===== src/core/rms_fifo.sv =====
// The transmit bit FIFO module rms_fifo is defined at the end of core/rms_host.sv.


===== src/core/rms_pkg.sv =====
// Package of timing constants and states for the radio mode sequencer host.
package rms_pkg;
  // ----------------------------------------
  // Clock and guard times
  // ----------------------------------------
  localparam int unsigned CLK_HZ = 100_000_000;
  localparam int unsigned T_ON_XTAL_US = 75_000;
  localparam int unsigned T_ON_EXTREF_US = 7_500;
  localparam int unsigned T_SWITCH_US = 3_000;
  localparam int unsigned MAX_BIT_RATE_BPS = 9600;
  localparam int unsigned CYC_PER_US = CLK_HZ / 1_000_000;
  localparam int unsigned T_ON_XTAL_CYC = T_ON_XTAL_US * CYC_PER_US;
  localparam int unsigned T_ON_EXTREF_CYC = T_ON_EXTREF_US * CYC_PER_US;
  localparam int unsigned T_SWITCH_CYC = T_SWITCH_US * CYC_PER_US;
  localparam int unsigned BIT_CYC = (CLK_HZ + MAX_BIT_RATE_BPS - 1) / MAX_BIT_RATE_BPS;
  localparam int unsigned FIFO_DEPTH = 4;
  localparam int unsigned CNT_W = 24;

  // ----------------------------------------
  // Sequencer states
  // ----------------------------------------
  // Receive, transmit guard, transmit and receive guard form a Gray ring; power-up is one step off it.
  typedef enum logic [2:0] {
    RMS_POWERUP = 3'h4,
    RMS_RX = 3'h0,
    RMS_TX_GUARD = 3'h1,
    RMS_TX = 3'h3,
    RMS_RX_GUARD = 3'h2
  } rms_state_t;
endpackage

===== src/core/rms_host.sv =====
// Host controller that sequences mode select and serial data of the FSK radio.
`timescale 1ns/1ns
module rms_host
  import rms_pkg::*;
#(
  parameter int unsigned T_ON_XTAL = T_ON_XTAL_CYC,
  parameter int unsigned T_ON_EXTREF = T_ON_EXTREF_CYC,
  parameter int unsigned T_SWITCH = T_SWITCH_CYC,
  parameter int unsigned BIT_PERIOD = BIT_CYC
) (
  input wire logic clk_sys,
  input wire logic rst,
  input wire logic ext_ref_used,
  input wire logic tx_request,
  input wire logic tx_valid,
  output logic tx_ready,
  input wire logic tx_bit,
  output logic rx_valid,
  output logic rx_bit,
  output logic transmit_select,
  output logic modulator_data,
  input wire logic demod_data,
  output logic radio_ready,
  output logic tx_mode
);
  // ----------------------------------------
  // State and counters
  // ----------------------------------------
  rms_state_t state;
  rms_state_t next_state;
  logic [CNT_W-1:0] guard_cnt;
  logic [CNT_W-1:0] bit_cnt;
  logic ext_ref_latched;
  logic fifo_valid;
  logic fifo_bit;

  // Guard length at power-up depends on the reference strap caught after reset.
  wire [CNT_W-1:0] t_on_cyc = ext_ref_latched ? CNT_W'(T_ON_EXTREF) : CNT_W'(T_ON_XTAL);
  wire [CNT_W-1:0] t_sw_cyc = CNT_W'(T_SWITCH);
  wire guard_done_on = (guard_cnt >= t_on_cyc - 1'b1);
  wire guard_done_sw = (guard_cnt >= t_sw_cyc - 1'b1);
  wire bit_tick = (bit_cnt == CNT_W'(BIT_PERIOD - 1));
  wire in_tx = (state == RMS_TX);
  // A bit leaves the buffer only while transmit goes on, so none is lost at the switch.
  wire stay_tx = (next_state == RMS_TX);
  wire fifo_pop = in_tx && stay_tx && bit_tick && fifo_valid;

  // ----------------------------------------
  // Transmit bit FIFO
  // ----------------------------------------
  rms_fifo #(
    .WIDTH(1),
    .DEPTH(FIFO_DEPTH)
  ) u_fifo (
    .clk_sys(clk_sys),
    .rst(rst),
    .in_valid(tx_valid),
    .in_ready(tx_ready),
    .in_data(tx_bit),
    .out_valid(fifo_valid),
    .out_ready(fifo_pop),
    .out_data(fifo_bit)
  );

  // Next state: power-up guard, then guarded mode switches on tx_request.
  always_comb
  begin
    next_state = state;
    case (state)
      RMS_POWERUP:
        if (guard_done_on)
          next_state = tx_request ? RMS_TX_GUARD : RMS_RX;
      RMS_RX_GUARD:
        if (tx_request)
          next_state = RMS_TX_GUARD;
        else if (guard_done_sw)
          next_state = RMS_RX;
      RMS_RX:
        if (tx_request)
          next_state = RMS_TX_GUARD;
      RMS_TX_GUARD:
        if (!tx_request)
          next_state = RMS_RX_GUARD;
        else if (guard_done_sw)
          next_state = RMS_TX;
      RMS_TX:
        if (!tx_request)
          next_state = RMS_RX_GUARD;
      default:
        next_state = RMS_POWERUP;
    endcase
  end

  // State register; the guard counter restarts on every state change.
  always_ff @(posedge clk_sys)
  begin
    if (rst)
    begin
      state <= RMS_POWERUP;
      guard_cnt <= '0;
    end
    else
    begin
      state <= next_state;
      guard_cnt <= (next_state != state) ? '0 : guard_cnt + 1'b1;
    end
  end

  // The reference strap is caught on the first clock after reset.
  always_ff @(posedge clk_sys)
  begin
    if (rst)
      ext_ref_latched <= 1'b0;
    else if (state == RMS_POWERUP && guard_cnt == '0)
      ext_ref_latched <= ext_ref_used;
  end

  // Bit-period divider gives a one-cycle enable at the bit rate, running only in transmit.
  always_ff @(posedge clk_sys)
  begin
    if (rst || !in_tx)
      bit_cnt <= '0;
    else
      bit_cnt <= bit_tick ? '0 : bit_cnt + 1'b1;
  end

  // ----------------------------------------
  // Radio pins
  // ----------------------------------------
  // Mode select is high in the transmit guard and in transmit, low elsewhere.
  always_ff @(posedge clk_sys)
  begin
    if (rst)
      transmit_select <= 1'b0;
    else
      transmit_select <= (next_state == RMS_TX_GUARD) || (next_state == RMS_TX);
  end

  // Modulator input idles low on the edge the mode pin falls and holds each bit until the next pop, a period or more later.
  always_ff @(posedge clk_sys)
  begin
    if (rst || !stay_tx)
      modulator_data <= 1'b0;
    else if (fifo_pop)
      modulator_data <= fifo_bit;
  end

  // Demodulated bits pass only in settled receive; 1 is upper deviation.
  always_ff @(posedge clk_sys)
  begin
    if (rst)
    begin
      rx_valid <= 1'b0;
      rx_bit <= 1'b0;
      radio_ready <= 1'b0;
      tx_mode <= 1'b0;
    end
    else
    begin
      rx_valid <= (state == RMS_RX);
      rx_bit <= (state == RMS_RX) ? demod_data : 1'b0;
      radio_ready <= (state == RMS_RX) || in_tx;
      tx_mode <= in_tx;
    end
  end
endmodule

// ----------------------------------------
// Bit buffer module
// ----------------------------------------
// Small flip-flop FIFO with valid and ready on both sides.
module rms_fifo #(
  parameter int unsigned WIDTH = 1,
  parameter int unsigned DEPTH = 4
) (
  input wire logic clk_sys,
  input wire logic rst,
  input wire logic in_valid,
  output logic in_ready,
  input wire logic [WIDTH-1:0] in_data,
  output logic out_valid,
  input wire logic out_ready,
  output logic [WIDTH-1:0] out_data
);
  localparam int unsigned AW = (DEPTH > 1) ? $clog2(DEPTH) : 1;
  logic [WIDTH-1:0] mem [DEPTH];
  logic [AW-1:0] wr_ptr;
  logic [AW-1:0] rd_ptr;
  logic [AW:0] count;
  wire push = in_valid && in_ready;
  wire pop = out_valid && out_ready;

  // Full and empty come straight from the fill count; ready holds while a slot is free.
  assign in_ready = (count < (AW+1)'(DEPTH));
  assign out_valid = (count != '0);
  assign out_data = mem[rd_ptr];

  // Storage is written at the write pointer.
  always_ff @(posedge clk_sys)
  begin
    if (push)
      mem[wr_ptr] <= in_data;
  end

  // Pointers wrap at the depth; the count tracks push and pop together.
  always_ff @(posedge clk_sys)
  begin
    if (rst)
    begin
      wr_ptr <= '0;
      rd_ptr <= '0;
      count <= '0;
    end
    else
    begin
      if (push)
        wr_ptr <= (wr_ptr == AW'(DEPTH - 1)) ? '0 : wr_ptr + 1'b1;
      if (pop)
        rd_ptr <= (rd_ptr == AW'(DEPTH - 1)) ? '0 : rd_ptr + 1'b1;
      if (push && !pop)
        count <= count + 1'b1;
      else if (pop && !push)
        count <= count - 1'b1;
    end
  end
endmodule


===== config.mk =====
export PLATFORM = sky130hd
export DESIGN_NAME = rms_host
export DESIGN_NICKNAME = d
export VERILOG_FILES = /design/src/core/rms_fifo.sv /design/src/core/rms_pkg.sv /design/src/core/rms_host.sv
export SDC_FILE = /design/constraint.sdc
export NUM_CORES = 1
export LEC_CHECK = 0
export ABC_AREA = 1
export ABC_CLOCK_PERIOD_IN_PS = 3650
export BUFFER_PORTS_ARGS = -buffer_cell sky130_fd_sc_hd__clkbuf_2
export CAP_MARGIN = 25
export CORE_UTILIZATION = 60
export CTS_BUF_LIST = sky130_fd_sc_hd__clkbuf_2
export CTS_CLUSTER_SIZE = 14
export DETAILED_ROUTE_END_ITERATION = 7
export MAX_ROUTING_LAYER = met4
export PLACE_DENSITY = 0.85
export SLEW_MARGIN = 10
export SYNTH_ARGS = -nofsm -noshare
export SYNTH_HDL_FRONTEND = slang
export SYNTH_SLANG_ARGS = --single-unit

===== constraint.sdc =====
create_clock -name clk_sys -period 3.65 [get_ports clk_sys]
set_input_delay 0.9125 -clock clk_sys [delete_from_list [all_inputs] [get_ports clk_sys]]
set_output_delay 0.9125 -clock clk_sys [all_outputs]
set_load 0.05 [all_outputs]

==> impl.org, run 1 <==
** Place
- Timing analysis after detailed placement gives a worst setup slack of 0.829 ns.
- After detailed placement, the total cell area comes to 0.00424 sq mm.
- After legalization and detailed placement, the total HPWL measured 6040 um.
- Routability cong. :: 0.920
- Port Buffers :: 13

** Detailed routing
- Routed wire length :: 7900 um
- Wire length per cell :: 12.1 um
- In the routed design, unresolved DRC markers number 0.
- In the routed layout, each cell is associated on average with a via count of 5.34.
- The count of nets left with antenna violations once routing finished came out at 0.
- Number of optimization iterations in the first detailed-route pass :: 5
- The final route contains 3478 vias.
- In this run, the number of DRC markers left after iteration 0 of detailed routing was 146.

** Die
- During I/O placement, the number of pins put on the boundary was 14.
- Floorplan die area :: 0.00729 sq mm
- From left edge to right edge, the die measures 85.4 um.
- Row count :: 30
- For this configuration, the core starts out at a cell density of 61.7%.
- The floorplan step set the die height to 85.4 um.
- In this run the standard cell core region covers 0.00676 sq mm.

** Clocking
- In this run the deepest clock path goes through 2 buffers.
- TritonCTS built the clock tree.
- The tree is rooted in a sky130_fd_sc_hd__clkbuf_2.
- The clock tree synthesis step divided the H-tree into 3 levels.
- Clock-pin slew was measured on the worst setup and hold paths at 0.18 ns.
- Post-CTS setup repair buffer count :: 0
- Hold Buf Count CTS :: 0
- Number of buffers created by CTS :: 9
- The clock net in this run drives a total of 69 sinks.
- After clock tree synthesis, the repair step resized 0 gates.
- The clock reaches the later pin of the worst-skew pair after 0.50 ns.

** Logic synthesis
- After Yosys synthesis, full adders, half adders and majority gates account for 6.18% of the synthesized area.
- The number of nets handed over by synthesis was 577.
- Main combinational cell family by area after synthesis :: simple AND/OR/NAND/NOR gates
- Synthesized area :: 0.00417 sq mm
- Sequential share of the synthesized area :: 34.1%
- Of all cell types, the one taking the most synthesized area is sky130_fd_sc_hd__dfxtp_1.
- Compound-cell area share of the yosys netlist :: 4.83%
- The most used flip-flop cell after synthesis is sky130_fd_sc_hd__dfxtp_1.
- After Yosys synthesis, and, or, nand and nor cells account for 38.7% of the synthesized area.
- Number of enable flip-flop cells after synthesis :: 4
- Cells after synthesis :: 550
- In the synthesized netlist, the cells that appear most often are 91 x sky130_fd_sc_hd__nand2_1, 79 x sky130_fd_sc_hd__inv_1, 65 x sky130_fd_sc_hd__dfxtp_1, 65 x sky130_fd_sc_hd__nor2_1, 25 x sky130_fd_sc_hd__nor2_4.
- The synthesized design devotes to its leading area cell type 31.2% of total area.
- After synthesis, the netlist uses 39 different library cells.
- The synthesized netlist devotes 6.09% of its cell area to XOR and XNOR gates.
- For this run, the number of Yosys warnings is 0.
- Register bit count reported by yosys :: 69
- Multiplexer share of the synthesized area :: 0%
- Most instantiated library cell after synthesis :: sky130_fd_sc_hd__nand2_1
- Cell types occupying the most area after synthesis :: sky130_fd_sc_hd__dfxtp_1 31%, sky130_fd_sc_hd__nand2_1 8.2%, sky130_fd_sc_hd__inv_1 7.1%
- Post-synth ARST share :: 0%
- Average cell area after synthesis :: 7.58 sq um

** Run status
- Outcome :: finished clean

** Critical path
- Setup slack on the worst reg-to-reg path comes out at 0.82 ns.
- Maximum cell stage delay along the critical path :: 0.48 ns
- Cell at the slowest stage of the critical path :: sky130_fd_sc_hd__dfxtp_1
- Endpoint type of the worst setup path :: flop
- Data required, critical path :: 4.04 ns
- Critical path peak fanout :: 6
- Cell-by-cell listing of the critical path :: inv_1 -> ha_1 -> a21oi_1 -> nand2_1 -> a21oi_1 -> nand3_2 -> nand2_2 -> nand2_2 -> nand3_1 -> ha_1 -> inv_1 -> fa_1 -> a21oi_1 -> o21ai_0 -> o21ai_0 -> a21oi_1
- The most numerous cell type found on the critical path is sky130_fd_sc_hd__a21oi_1.
- The setup path with the least slack is of type reg -> reg.
- Data arrives at the worst endpoint at 3.22 ns.
- STA classifies the critical path startpoint as a flop.

** Finish
- For this run, the share of the core covered by cells in the final layout is 64.5%.
- The area growth from synthesis to layout is 4.53%.
- Multi-input gate area in the final layout :: 0.00233 sq mm
- The number of antenna diodes in the final layout is 0.
- The filler cells instantiated in the layout total 595.
- Final nets :: 593
- Footprint of the flip-flops and latches :: 0.00142 sq mm
- Post-Layout Inst Area :: 0.00436 sq mm
- In the final layout, the share of cells above drive strength 1 is 18.6%.

** Global route
- For this run, the total global-route usage over all layers was measured as 25.0%.
- Initial antenna violation count :: 0
- The first global-routing pass estimated 14300 um of wire.
- Pin count of the biggest net entering global routing :: 25
- After global routing the overflow that remains totals 0.
- The via count of the first global-routing pass was 3398.

** STA
- Summed negative setup slack over all endpoints :: 0 ns
- Number of pins exceeding their max-slew limit in the final report :: 0
- Derived from the worst setup path, the maximum achievable clock frequency is 354 MHz.
- Setup violations remaining at the end of the flow were counted as 0.
- Max Clock Skew :: 0.0361 ns
- Fin worst setup slack :: 0.821 ns
- At the pin with the least slew margin, the transition time is 0.821 ns.
- Unrepaired setup endpoints after global routing :: no
- Max-slew headroom at the worst pin :: 45.2%
- Dividing the final minimum period by the clock period gives 77.5%.
- Clock period minus worst slack :: 2.83 ns
- The count of final hold-check violations is 0.

** Pwr
- Worst ir drop on vdd :: 241 uV
- Summed over all cells, the static leakage comes to 1.67 nW.
- For this design the ratio of total power to cell area is 306 mW/mm^2.

** Run
- The tool flagged a number of max-cap violations equal to 0.

** Hold path
- Worst hold-check path type :: reg -> reg
==> worst paths after layout <==
| check | from | to | cells past startpoint |
|---|---|---|---|
| setup / recovery | ext_ref_latched | u_fifo.count[2] | 16 |
| setup reg to reg | ext_ref_latched | u_fifo.count[2] | 16 |
| hold / removal | bit_cnt[0] | bit_cnt[0] | 1 |
| hold reg to reg | bit_cnt[0] | bit_cnt[0] | 1 |
==> cell type report <==
class | count | share of cell area [%]
Clock buffer | 10 | 1.15
Clock inverter | 6 | 1.49
Inverter | 88 | 7.61
Multi-Input combinational cell | 385 | 53.4
Sequential cell | 69 | 32.6
Tap cell | 80 | 2.30
Timing Repair Buffer | 13 | 1.49
==> layout by cell type, fill, tap and decap left out, types with 3 or more instances in the layout <==
master and instances:
sky130_fd_sc_hd__xor2_1 22, sky130_fd_sc_hd__nand2_1 91, sky130_fd_sc_hd__nor3_1 18, sky130_fd_sc_hd__inv_1 79
sky130_fd_sc_hd__o21ai_0 12, sky130_fd_sc_hd__ha_1 19, sky130_fd_sc_hd__nor2_4 25, sky130_fd_sc_hd__nor3b_2 3
sky130_fd_sc_hd__clkbuf_2 23, sky130_fd_sc_hd__dfxtp_1 65, sky130_fd_sc_hd__edfxtp_1 4, sky130_fd_sc_hd__nand3_1 24
sky130_fd_sc_hd__nand2_2 16, sky130_fd_sc_hd__nor2_1 65, sky130_fd_sc_hd__clkinv_2 3, sky130_fd_sc_hd__a21oi_1 20
sky130_fd_sc_hd__xnor2_1 7, sky130_fd_sc_hd__nor4_1 8, sky130_fd_sc_hd__inv_2 8, sky130_fd_sc_hd__nand4_1 20
sky130_fd_sc_hd__nor2_2 14
==> through the flow <==
stage | hold slack, ns | std cells | total power [mW]
2_1_floorplan | 0.417 | 550 | 0.883
3_3_place_gp | 0.430 | 635 | 0.895
3_5_place_dp | 0.452 | 635 | 0.905
4_1_cts | 0.480 | 651 | 1.34
5_1_grt | 0.497 | 651 | 1.39
6_report | 0.472 | 651 | 1.33
==> report_power, final <==
group / internal (mW) / switching [mW]
Sequential: 0.776 / 0.0136
Clock: 0.161 / 0.281
Combinational: 0.0340 / 0.0674
Total: 0.971 / 0.362
==> critical path, delay by kind of cell (launching register included) <==
family                   cells  cell delay [ns]
AO/OA/AOI/OAI                6             0.78
flip-flops                   1             0.48
AND/OR/NAND/NOR              5             0.39
buffers and inverters        2             0.22
adder cells (fa/ha/maj)      3             0.87
==> logic make-up (layout without fill, tap and decap cells) <==
family	after synthesis	after routing
buf+inv	96	117
compound gates	37	37
xor+xnor	29	29
fa+ha+maj	20	20
flops	69	69
simple gates	299	299
==> metal layers <==
metal / vias to the layer above / track usage, % / wire length, um
li1: 1774 / - / -
met5: - / - / 0
met1: 1619 / 28.8 / 3480
met4: 0 / 9.70 / 146
met2: 68 / 44.1 / 4010
met3: 17 / 3.40 / 263
==> registers in the layout (all words and copies together), names as in the netlist, 2 cells and up <==
name	flops
u_fifo.mem	4
u_fifo.count	3
guard_cnt	24
bit_cnt	24
u_fifo.wr_ptr	2
state	3
u_fifo.rd_ptr	2
Note: power is estimated with default switching activity, not from simulation.
==> inputs of run 2 (changes only) <==
Settings changed: ABC_AREA 1 to 0, ABC_CLOCK_PERIOD_IN_PS 3650 to 2400, CORE_UTILIZATION 60 to 58, PLACE_DENSITY 0.85 to 0.86.
Clock period 3.65 ns to 2.4 ns, I/O delays scaled along.
==> run 2 against run 1 <==
- register-to-register slack worse by 0.76 ns
- clock power rose by 57%
- worst setup slack lost 0.76 ns
- combinational power up 97%
- critical path type unchanged
- fmax increased by 21%
- global-route usage increased by 0.43 points
- clock skew is 0.0029 ns lower
- hold slack lost 0.18 ns
- non-clock buffer count increased by 19
==> impl.org, run 2 <==
** Finish
- Registers with the most flip-flops :: bit_cnt x24, guard_cnt x24, u_fifo.mem x4 (unchanged)
- Layout cells sized above 1 :: 21.4% (was 18.6%)
- Multi-input gate area in the final layout :: 0.00219 sq mm (was 0.00233 sq mm)
- The area occupied by registers was 0.00143 sq mm (was 0.00142 sq mm).
- Final standard cell utilization of the core :: 65.4% (was 64.5%)
- The number of diodes came to 0 (unchanged).
- The fill cell instance count of the final layout came to 509 (was 595).
- Highest-count cells in the layout ignoring fill and taps: 60 x sky130_fd_sc_hd__dfxtp_1, 52 x sky130_fd_sc_hd__nor2_1, 31 x sky130_fd_sc_hd__xnor2_1 (was 91 x sky130_fd_sc_hd__nand2_1, 79 x sky130_fd_sc_hd__inv_1, 65 x sky130_fd_sc_hd__nor2_1, 65 x sky130_fd_sc_hd__dfxtp_1, 25 x sky130_fd_sc_hd__nor2_4).
- Most common cell after layout, fill and taps aside :: sky130_fd_sc_hd__dfxtp_1 (was sky130_fd_sc_hd__nand2_1)
- The synthesis-to-finish area growth is 9.50% (was 4.53%).
- Final nets :: 457 (was 593)

** Die
- The core box area came to 0.00631 sq mm (was 0.00676 sq mm).
- Height of the die :: 82.6 um (was 85.4 um)
- The total I/O pin count came to 14 (unchanged).
- Floorplan die area :: 0.00682 sq mm (was 0.00729 sq mm)
- The horizontal die dimension came to 82.6 um (was 85.4 um).
- Initial standard-cell utilization of the core :: 59.7% (was 61.7%)
- The number of placement rows came to 29 (was 30).

** Place
- Routability cong. :: 0.897 (was 0.920)
- Port Buffers :: 13 (unchanged)
- The post-DP HPWL was 5420 um (was 6040 um).

** Logic synthesis
- Cell types occupying the most area after synthesis :: sky130_fd_sc_hd__dfxtp_1 35%, sky130_fd_sc_hd__xnor2_1 7.2%, sky130_fd_sc_hd__a211oi_2 6.6% (was sky130_fd_sc_hd__dfxtp_1 31%, sky130_fd_sc_hd__nand2_1 8.2%, sky130_fd_sc_hd__inv_1 7.1%)
- Compound-cell area share of the yosys netlist :: 15.4% (was 4.83%)
- The post-synthesis async set-or-reset flop share was 0% (unchanged).
- Multiplexer share of the synthesized area :: 1.93% (was 0%)
- Simple-gate share of the synthesized area :: 22.7% (was 38.7%)
- Register bit count reported by yosys :: 69 (unchanged)
- The sequential share of the synthesized area was 37.7% (was 34.1%).
- The synthesized netlist cell count was 408 (was 550).
- The dominant cell by count in the synthesized netlist is sky130_fd_sc_hd__dfxtp_1 (was sky130_fd_sc_hd__nand2_1).
- Area share of fa/ha/maj cells after synthesis :: 6.84% (was 6.18%)
- Cell accounting for the most synthesized area :: sky130_fd_sc_hd__dfxtp_1 (unchanged)
- Count of unique library cells instantiated by Yosys :: 49 (was 39)
- Main synth FF type :: sky130_fd_sc_hd__dfxtp_1 (unchanged)
- Yosys synthesis warning count :: 0 (unchanged)
- Fraction of synthesized cell area taken by the top area cell type :: 34.5% (was 31.2%)
- The synthesized net count is 435 (was 577).
- The area share of xor/xnor cells in the synthesized design was 10.2% (was 6.09%).
- The average instance area after synthesis was 9.24 sq um (was 7.58 sq um).
- Main combinational cell family by area after synthesis :: simple AND/OR/NAND/NOR gates (unchanged)
- Commonest cells in the synthesized netlist :: 65 x sky130_fd_sc_hd__dfxtp_1, 52 x sky130_fd_sc_hd__nor2_1, 31 x sky130_fd_sc_hd__xnor2_1 (was 91 x sky130_fd_sc_hd__nand2_1, 79 x sky130_fd_sc_hd__inv_1, 65 x sky130_fd_sc_hd__dfxtp_1, 65 x sky130_fd_sc_hd__nor2_1, 25 x sky130_fd_sc_hd__nor2_4)
- Synthesized area :: 0.00377 sq mm (was 0.00417 sq mm)
- Number of enable flip-flop cells after synthesis :: 4 (unchanged)

** STA
- Fmax :: 428 MHz (was 354 MHz)
- Number of pins exceeding their max-slew limit in the final report :: 0 (unchanged)
- The final setup violation count is 0 (unchanged).
- Max-slew headroom at the worst pin :: 65.6% (was 45.2%)
- Clock period minus worst slack :: 2.34 ns (was 2.83 ns)
- Final hold slack :: 0.297 ns (was 0.472 ns)
- The post-route clock period utilization is 97.4% (was 77.5%).
- Hold Fails Final Rpt :: 0 (unchanged)
- Summed negative setup slack over all endpoints :: 0 ns (unchanged)
- The final clock skew is 0.0332 ns (was 0.0361 ns).
- Least-Margin Pin Slew :: 0.515 ns (was 0.821 ns)
- Unrepaired setup endpoints after global routing :: yes (was no)

** Critical path
- The critical path arrival is 2.79 ns (was 3.22 ns).
- The worst reg2reg path startpoint is bit_cnt[1] (was ext_ref_latched).
- Endpoint type of the worst setup path :: flop (unchanged)
- Critical path peak fanout :: 2 (was 6)
- The type of the setup path with the least slack was reg -> reg (unchanged).
- Data required, critical path :: 2.85 ns (was 4.04 ns)
- The critical path startpoint is bit_cnt[1] (was ext_ref_latched).
- Startpoint type of the worst setup path :: flop (unchanged)

** Detailed routing
- The final wirelength came to 7880 um (was 7900 um).
- The routed wirelength normalized by instance count came to 15.4 um (was 12.1 um).
- Number of optimization iterations in the first detailed-route pass :: 4 (was 5)
- Number of vias per cell after detailed routing :: 5.91 (was 5.34)
- Via Count :: 3028 (was 3478)
- 1st-iter DRT viols :: 179 (was 146)
- The count of unresolved DRC violations after routing is 0 (unchanged).
- The number of nets still failing antenna checks after routing is 0 (unchanged).

** Clocking
- The CTS tree is built (unchanged).
- Clock latency of the later-clocked register in the worst-skew pair :: 0.51 ns (was 0.50 ns)
- CTS sink count :: 69 (unchanged)
- The post-CTS clock slew at the launch and capture registers of the worst setup and hold paths is 0.21 ns (was 0.18 ns).
- CTS Buffer Depth :: 2 (unchanged)
- The number of clock buffers inserted by TritonCTS came to 9 (unchanged).
- The maximum level of the CTS H-tree came to 3 (unchanged).
- The clock root buffer is sky130_fd_sc_hd__clkbuf_2 (unchanged).

** Run
- Max-cap violations :: 0 (unchanged)

** Pwr
- The fraction of power consumed by sequential logic came to 57.7% (was 59.2%).
- Portion of total power attributed to combinational logic :: 9.4% (was 7.6%)
- Part of the total power dissipated in the clock network :: 32.9% (was 33.2%)
- Net switching component of the power :: 0.592 mW (was 0.362 mW)
- The power density over cell area came to 511 mW/mm^2 (was 306 mW/mm^2).
- Internal power :: 1.52 mW (was 0.971 mW)
- The proportion of total power due to net switching was 28.1% (was 27.2%).
- The worst supply voltage drop on vdd was 486 uV (was 241 uV).
- Static leakage :: 1.45 nW (was 1.67 nW)

** Hold path
- The launch instance of the worst min-delay path was demod_data (was bit_cnt[0]).
- The classification of the worst-slack hold path was in -> reg (was reg -> reg).

** Global route
- Total routing resource utilization after global routing :: 25.4% (was 25.0%)
- Pin count of the biggest net entering global routing :: 25 (unchanged)
- Global-route wire length before repair :: 12700 um (was 14300 um)
- The total overflow reported by the global router came to 0 (unchanged).
- The via count of the first global-routing pass is 2756 (was 3398).
- The initial antenna violation count was 0 (unchanged).

** Run status
- Outcome: finished clean (unchanged).
==> run 2: cell count changes in the layout (fill, tap and decap cells not counted), sizes merged, moves of 9 or more <==
cell | before | now
a211oi | 2 | 27
nor2 | 104 | 52
inv | 87 | 23
xor2 | 22 | 13
nand3 | 26 | 17
xnor2 | 7 | 31
nand2 | 109 | 16
buf | 0 | 19
==> run 2: routing by layer <==
| layer | wire length (um) | vias up | track usage, % |
|---|---|---|---|
| li1 | - | 1493 | - |
| met1 | 3470 | 1453 | 31.8 |
| met2 | 3930 | 69 | 39.0 |
| met3 | 358 | 13 | 5.05 |
| met4 | 127 | 0 | 12.8 |
| met5 | 0 | - | - |
==> run 2: cell families (layout without fill, tap and decap cells) <==
family,Yosys count,count (layout)
DFF,69,69
xor gates and xnor gates,44,44
AOI/OAI and AO/OA,63,63
buffers and inverters,44,71
muxes,6,6
and+or+nand+nor,162,162
adders and majority gates,20,20
==> run 2: layout make-up <==
cell class / count / share of cell area, %
inverters: 23 / 2.09
well taps: 77 / 2.33
flip-flops and latches: 69 / 34.6
clock buffers: 10 / 1.21
multi-input cells: 295 / 53.2
clock inverters: 6 / 1.58
repair buffers: 32 / 5.03
==> run 2: path summary, 6_finish.rpt <==
check / endpoint / slack (ns) / cells past startpoint
setup / recovery: u_fifo.count[2] / 0.06 / 12
hold / removal: rx_bit / 0.30 / 2
setup reg to reg: u_fifo.count[2] / 0.06 / 12
hold reg to reg: guard_cnt[0] / 0.52 / 1
==> run 2: critical path, stage by stage (launching register included) <==
cell and delay, ns:
sky130_fd_sc_hd__dfxtp_2 0.37, sky130_fd_sc_hd__inv_2 0.04, sky130_fd_sc_hd__ha_2 0.15, sky130_fd_sc_hd__nor4b_4 0.20, sky130_fd_sc_hd__nand4_1 0.20, sky130_fd_sc_hd__nor4_4 0.32, sky130_fd_sc_hd__inv_1 0.07, sky130_fd_sc_hd__ha_2 0.20
sky130_fd_sc_hd__inv_2 0.05, sky130_fd_sc_hd__fa_2 0.18, sky130_fd_sc_hd__xor2_1 0.07, sky130_fd_sc_hd__or3_1 0.30, sky130_fd_sc_hd__a21oi_1 0.12
==> run 2: repair_timing <==
item,in CTS,in global routing
setup buffers,1,1
hold buffers,0,0
resized for setup,2,13
endpoints found under the setup margin,2,21
pin swaps,3,4
endpoints found under the hold margin,0,0
==> run 2: power by group through the flow <==
stage	registers [mW]	logic [mW]	clock network (mW)
global route	1.22	0.229	0.761
CTS	1.22	0.196	0.699
floorplan	1.23	0.145	0
detailed placement	1.24	0.195	0
global placement	1.24	0.183	0
finish	1.22	0.199	0.693
==> run 2: stage by stage <==
stage	power [mW]	setup slack [ns]	instances	cell area, sq um
2_1_floorplan	1.38	0.0166	408	3770
3_3_place_gp	1.42	0.0303	494	3950
3_5_place_dp	1.43	-0.0438	494	3950
5_1_grt	2.21	-0.120	512	4130
4_1_cts	2.11	0.0264	511	4090
6_report	2.11	0.0615	512	4130
==> inputs of run 3 (changes only) <==
Settings changed: RECOVER_POWER set to 25, TNS_END_PERCENT set to 20.
==> run 3 against run 2 <==
- fmax increased by 0.58%
- combinational power about the same
- final cell count is the same
- first-iteration DRC count up 8.4%
- critical path type unchanged
- largest cell class unchanged
==> impl.org, run 3 (synthesis gave the netlist of run 2 again) <==
** Run status
- Outcome :: finished clean (unchanged)

** Pwr
- P per Cell Area :: 513 mW/mm^2 (was 511 mW/mm^2)
- Worst ir drop on vdd :: 487 uV (was 486 uV)
- The standby leakage power was 1.42 nW (was 1.45 nW).
- The total power draw is 2.11 mW (about the same).

** STA
- The final clock skew came to 0.0347 ns (was 0.0332 ns).
- Fmax :: 430 MHz (was 428 MHz)
- Clock period minus worst slack :: 2.32 ns (was 2.34 ns)
- The max-slew violation total from the final report came to 0 (unchanged).
- The count of final hold-check violations was 0 (unchanged).
- Summed negative setup slack over all endpoints :: 0 ns (unchanged)
- Fin worst setup slack :: 0.0751 ns (was 0.0615 ns)
- The final setup violation count was 0 (unchanged).
- The worst hold margin came to 0.306 ns (was 0.297 ns).
- Final period utilization :: 96.9% (was 97.4%)
- Unrepaired setup endpoints after global routing :: yes (unchanged)
- The transition at the pin with the smallest max-transition slack came to 0.611 ns (was 0.515 ns).
- Max-slew headroom at the worst pin :: 59.5% (was 65.6%)

** Hold path
- Worst hold-check path type :: in -> reg (unchanged)

** Global route
- The total overflow reported by the global router was 0 (unchanged).
- Pin count of the biggest net entering global routing :: 25 (unchanged)
- The initial antenna violation count came to 0 (unchanged).
- Global-route wire length before repair :: 12700 um (unchanged)
- Total routing resource utilization after global routing :: 25.4% (unchanged)
- Vias in the first global route :: 2756 (unchanged)

** Finish
- The fraction of layout cells with a size suffix above 1 was 19.5% (was 21.4%).
- The area occupied by registers is 0.00143 sq mm (unchanged).
- Final standard cell utilization of the core :: 65.1% (was 65.4%)
- The synthesis-to-finish area growth was 9.10% (was 9.50%).
- The final non-filler cell area came to 0.00411 sq mm (was 0.00413 sq mm).
- Multi-input gate area in the final layout :: 0.00219 sq mm (unchanged)
- Registers with the most flip-flops :: bit_cnt x24, guard_cnt x24, u_fifo.mem x4 (unchanged)
- Fill count :: 514 (was 509)
- The number of nets at the end of the flow is 457 (unchanged).
- The final instance count without filler cells came to 512 (unchanged).
- The number of diodes was 0 (unchanged).
- Highest-count cells in the layout ignoring fill and taps: 60 x sky130_fd_sc_hd__dfxtp_1, 52 x sky130_fd_sc_hd__nor2_1, 31 x sky130_fd_sc_hd__xnor2_1 (unchanged).
- Most common cell after layout, fill and taps aside :: sky130_fd_sc_hd__dfxtp_1 (unchanged)

** Place
- Area after detailed placement :: 0.00395 sq mm (unchanged)
- The count of buffers from port buffering was 13 (unchanged).
- Routability cong. :: 0.897 (unchanged)
- Place WS :: -0.0438 ns (unchanged)
- Total placed cells including tap cells :: 494 (unchanged)
- The post-DP HPWL is 5420 um (unchanged).

** Clocking
- Reg clk slew, reported paths :: 0.21 ns (about the same)
- Number of buffers created by CTS :: 9 (unchanged)
- Cell at the root of the clock tree :: sky130_fd_sc_hd__clkbuf_2 (unchanged)
- The maximum number of buffers from clock root to sink came to 2 (unchanged).
- The number of sinks driven by the clock tree is 69 (unchanged).
- The maximum level of the CTS H-tree came to 3 (unchanged).
- Clock latency of the later-clocked register in the worst-skew pair :: 0.51 ns (about the same)
- Hold Buf Count CTS :: 0 (unchanged)
- The CTS tree is built (unchanged).

** Detailed routing
- The routed wirelength normalized by instance count came to 15.3 um (was 15.4 um).
- Total DRC errors in the routed layout :: 0 (unchanged)
- Number of optimization iterations in the first detailed-route pass :: 4 (unchanged)
- 1st-iter DRT viols :: 194 (was 179)
- The number of vias in the routed layout is 3029 (was 3028).
- The final wirelength was 7820 um (was 7880 um).
- Number of vias per cell after detailed routing :: 5.92 (was 5.91)
- Antenna Violating Nets Remaining :: 0 (unchanged)

** Run
- The number of max-capacitance violations reported is 0 (unchanged).

** Critical path
- The type of the setup path with the least slack is reg -> reg (unchanged).
- Endpoint type of the worst setup path :: flop (unchanged)
- Critical path peak fanout :: 2 (unchanged)
- The critical path arrival is 2.77 ns (was 2.79 ns).
- Data required, critical path :: 2.84 ns (was 2.85 ns)
- The kind of start point of the critical path is a flop (unchanged).

** Die
- The initial core utilization was 59.7% (unchanged).
- The total I/O pin count was 14 (unchanged).
- The core box area came to 0.00631 sq mm (unchanged).
- Height of the die :: 82.6 um (unchanged)
- The full die area was 0.00682 sq mm (unchanged).
- Die Span X :: 82.6 um (unchanged)
- The number of placement rows was 29 (unchanged).
run 3: cell types whose count changed in the layout (fill, tap and decap cells not counted):
cell,previous run,this run
sky130_fd_sc_hd__clkbuf_2,23,17
sky130_fd_sc_hd__clkbuf_1,0,8
sky130_fd_sc_hd__buf_4,19,17
sky130_fd_sc_hd__and2_0,0,5
sky130_fd_sc_hd__and2_1,6,1
run 3: what timing repair did:
item                                    CTS  global route
setup buffers                             1             1
endpoints found under the setup margin    2            21
gates resized for setup                   2            13
endpoints found under the hold margin     0             0
pin swaps                                 3             4
run 3: final timing paths:
check                     from         endpoint  slack (ns)  cells after the start
setup / recovery    bit_cnt[1]  u_fifo.count[2]        0.08                     12
setup reg to reg    bit_cnt[1]  u_fifo.count[2]        0.08                     12
hold reg to reg   guard_cnt[0]     guard_cnt[0]        0.52                      1
hold / removal      demod_data           rx_bit        0.31                      2
run 3: worst max-delay path, cell delays in order, from the launching register on:
cell and delay [ns]:
sky130_fd_sc_hd__dfxtp_2 0.37, sky130_fd_sc_hd__inv_2 0.04, sky130_fd_sc_hd__ha_2 0.15, sky130_fd_sc_hd__nor4b_4 0.20, sky130_fd_sc_hd__nand4_1 0.20, sky130_fd_sc_hd__nor4_4 0.31, sky130_fd_sc_hd__inv_1 0.07, sky130_fd_sc_hd__ha_2 0.20
sky130_fd_sc_hd__inv_2 0.05, sky130_fd_sc_hd__fa_2 0.18, sky130_fd_sc_hd__xor2_1 0.07, sky130_fd_sc_hd__or3_1 0.31, sky130_fd_sc_hd__a21oi_1 0.12
run 3: per-layer routing:
layer  track usage [%]  part of all wire (%)  up-vias
met2              39.0                    50       72
met5                 -                     0        -
met1              31.8                    43     1442
li1                  -                     -     1499
met4              12.8                   1.9        0
met3              5.05                   4.6       16
run 3: report_power, final:
group / total, mW / leakage [nW] / internal [mW] / switching, mW
sequential: 1.22 / 0.564 / 1.19 / 0.0305
clock: 0.695 / 0.0719 / 0.245 / 0.450
combinational: 0.196 / 0.786 / 0.0825 / 0.113
total: 2.11 / 1.42 / 1.51 / 0.594
run 3: layout make-up:
cell class	instances	area share (%)
clock buffer	10	1.22
clock inverter	6	1.58
inverter	23	2.10
multi-input combinational	295	53.3
sequential	69	34.7
tap	77	2.34
timing repair buffer	32	4.69
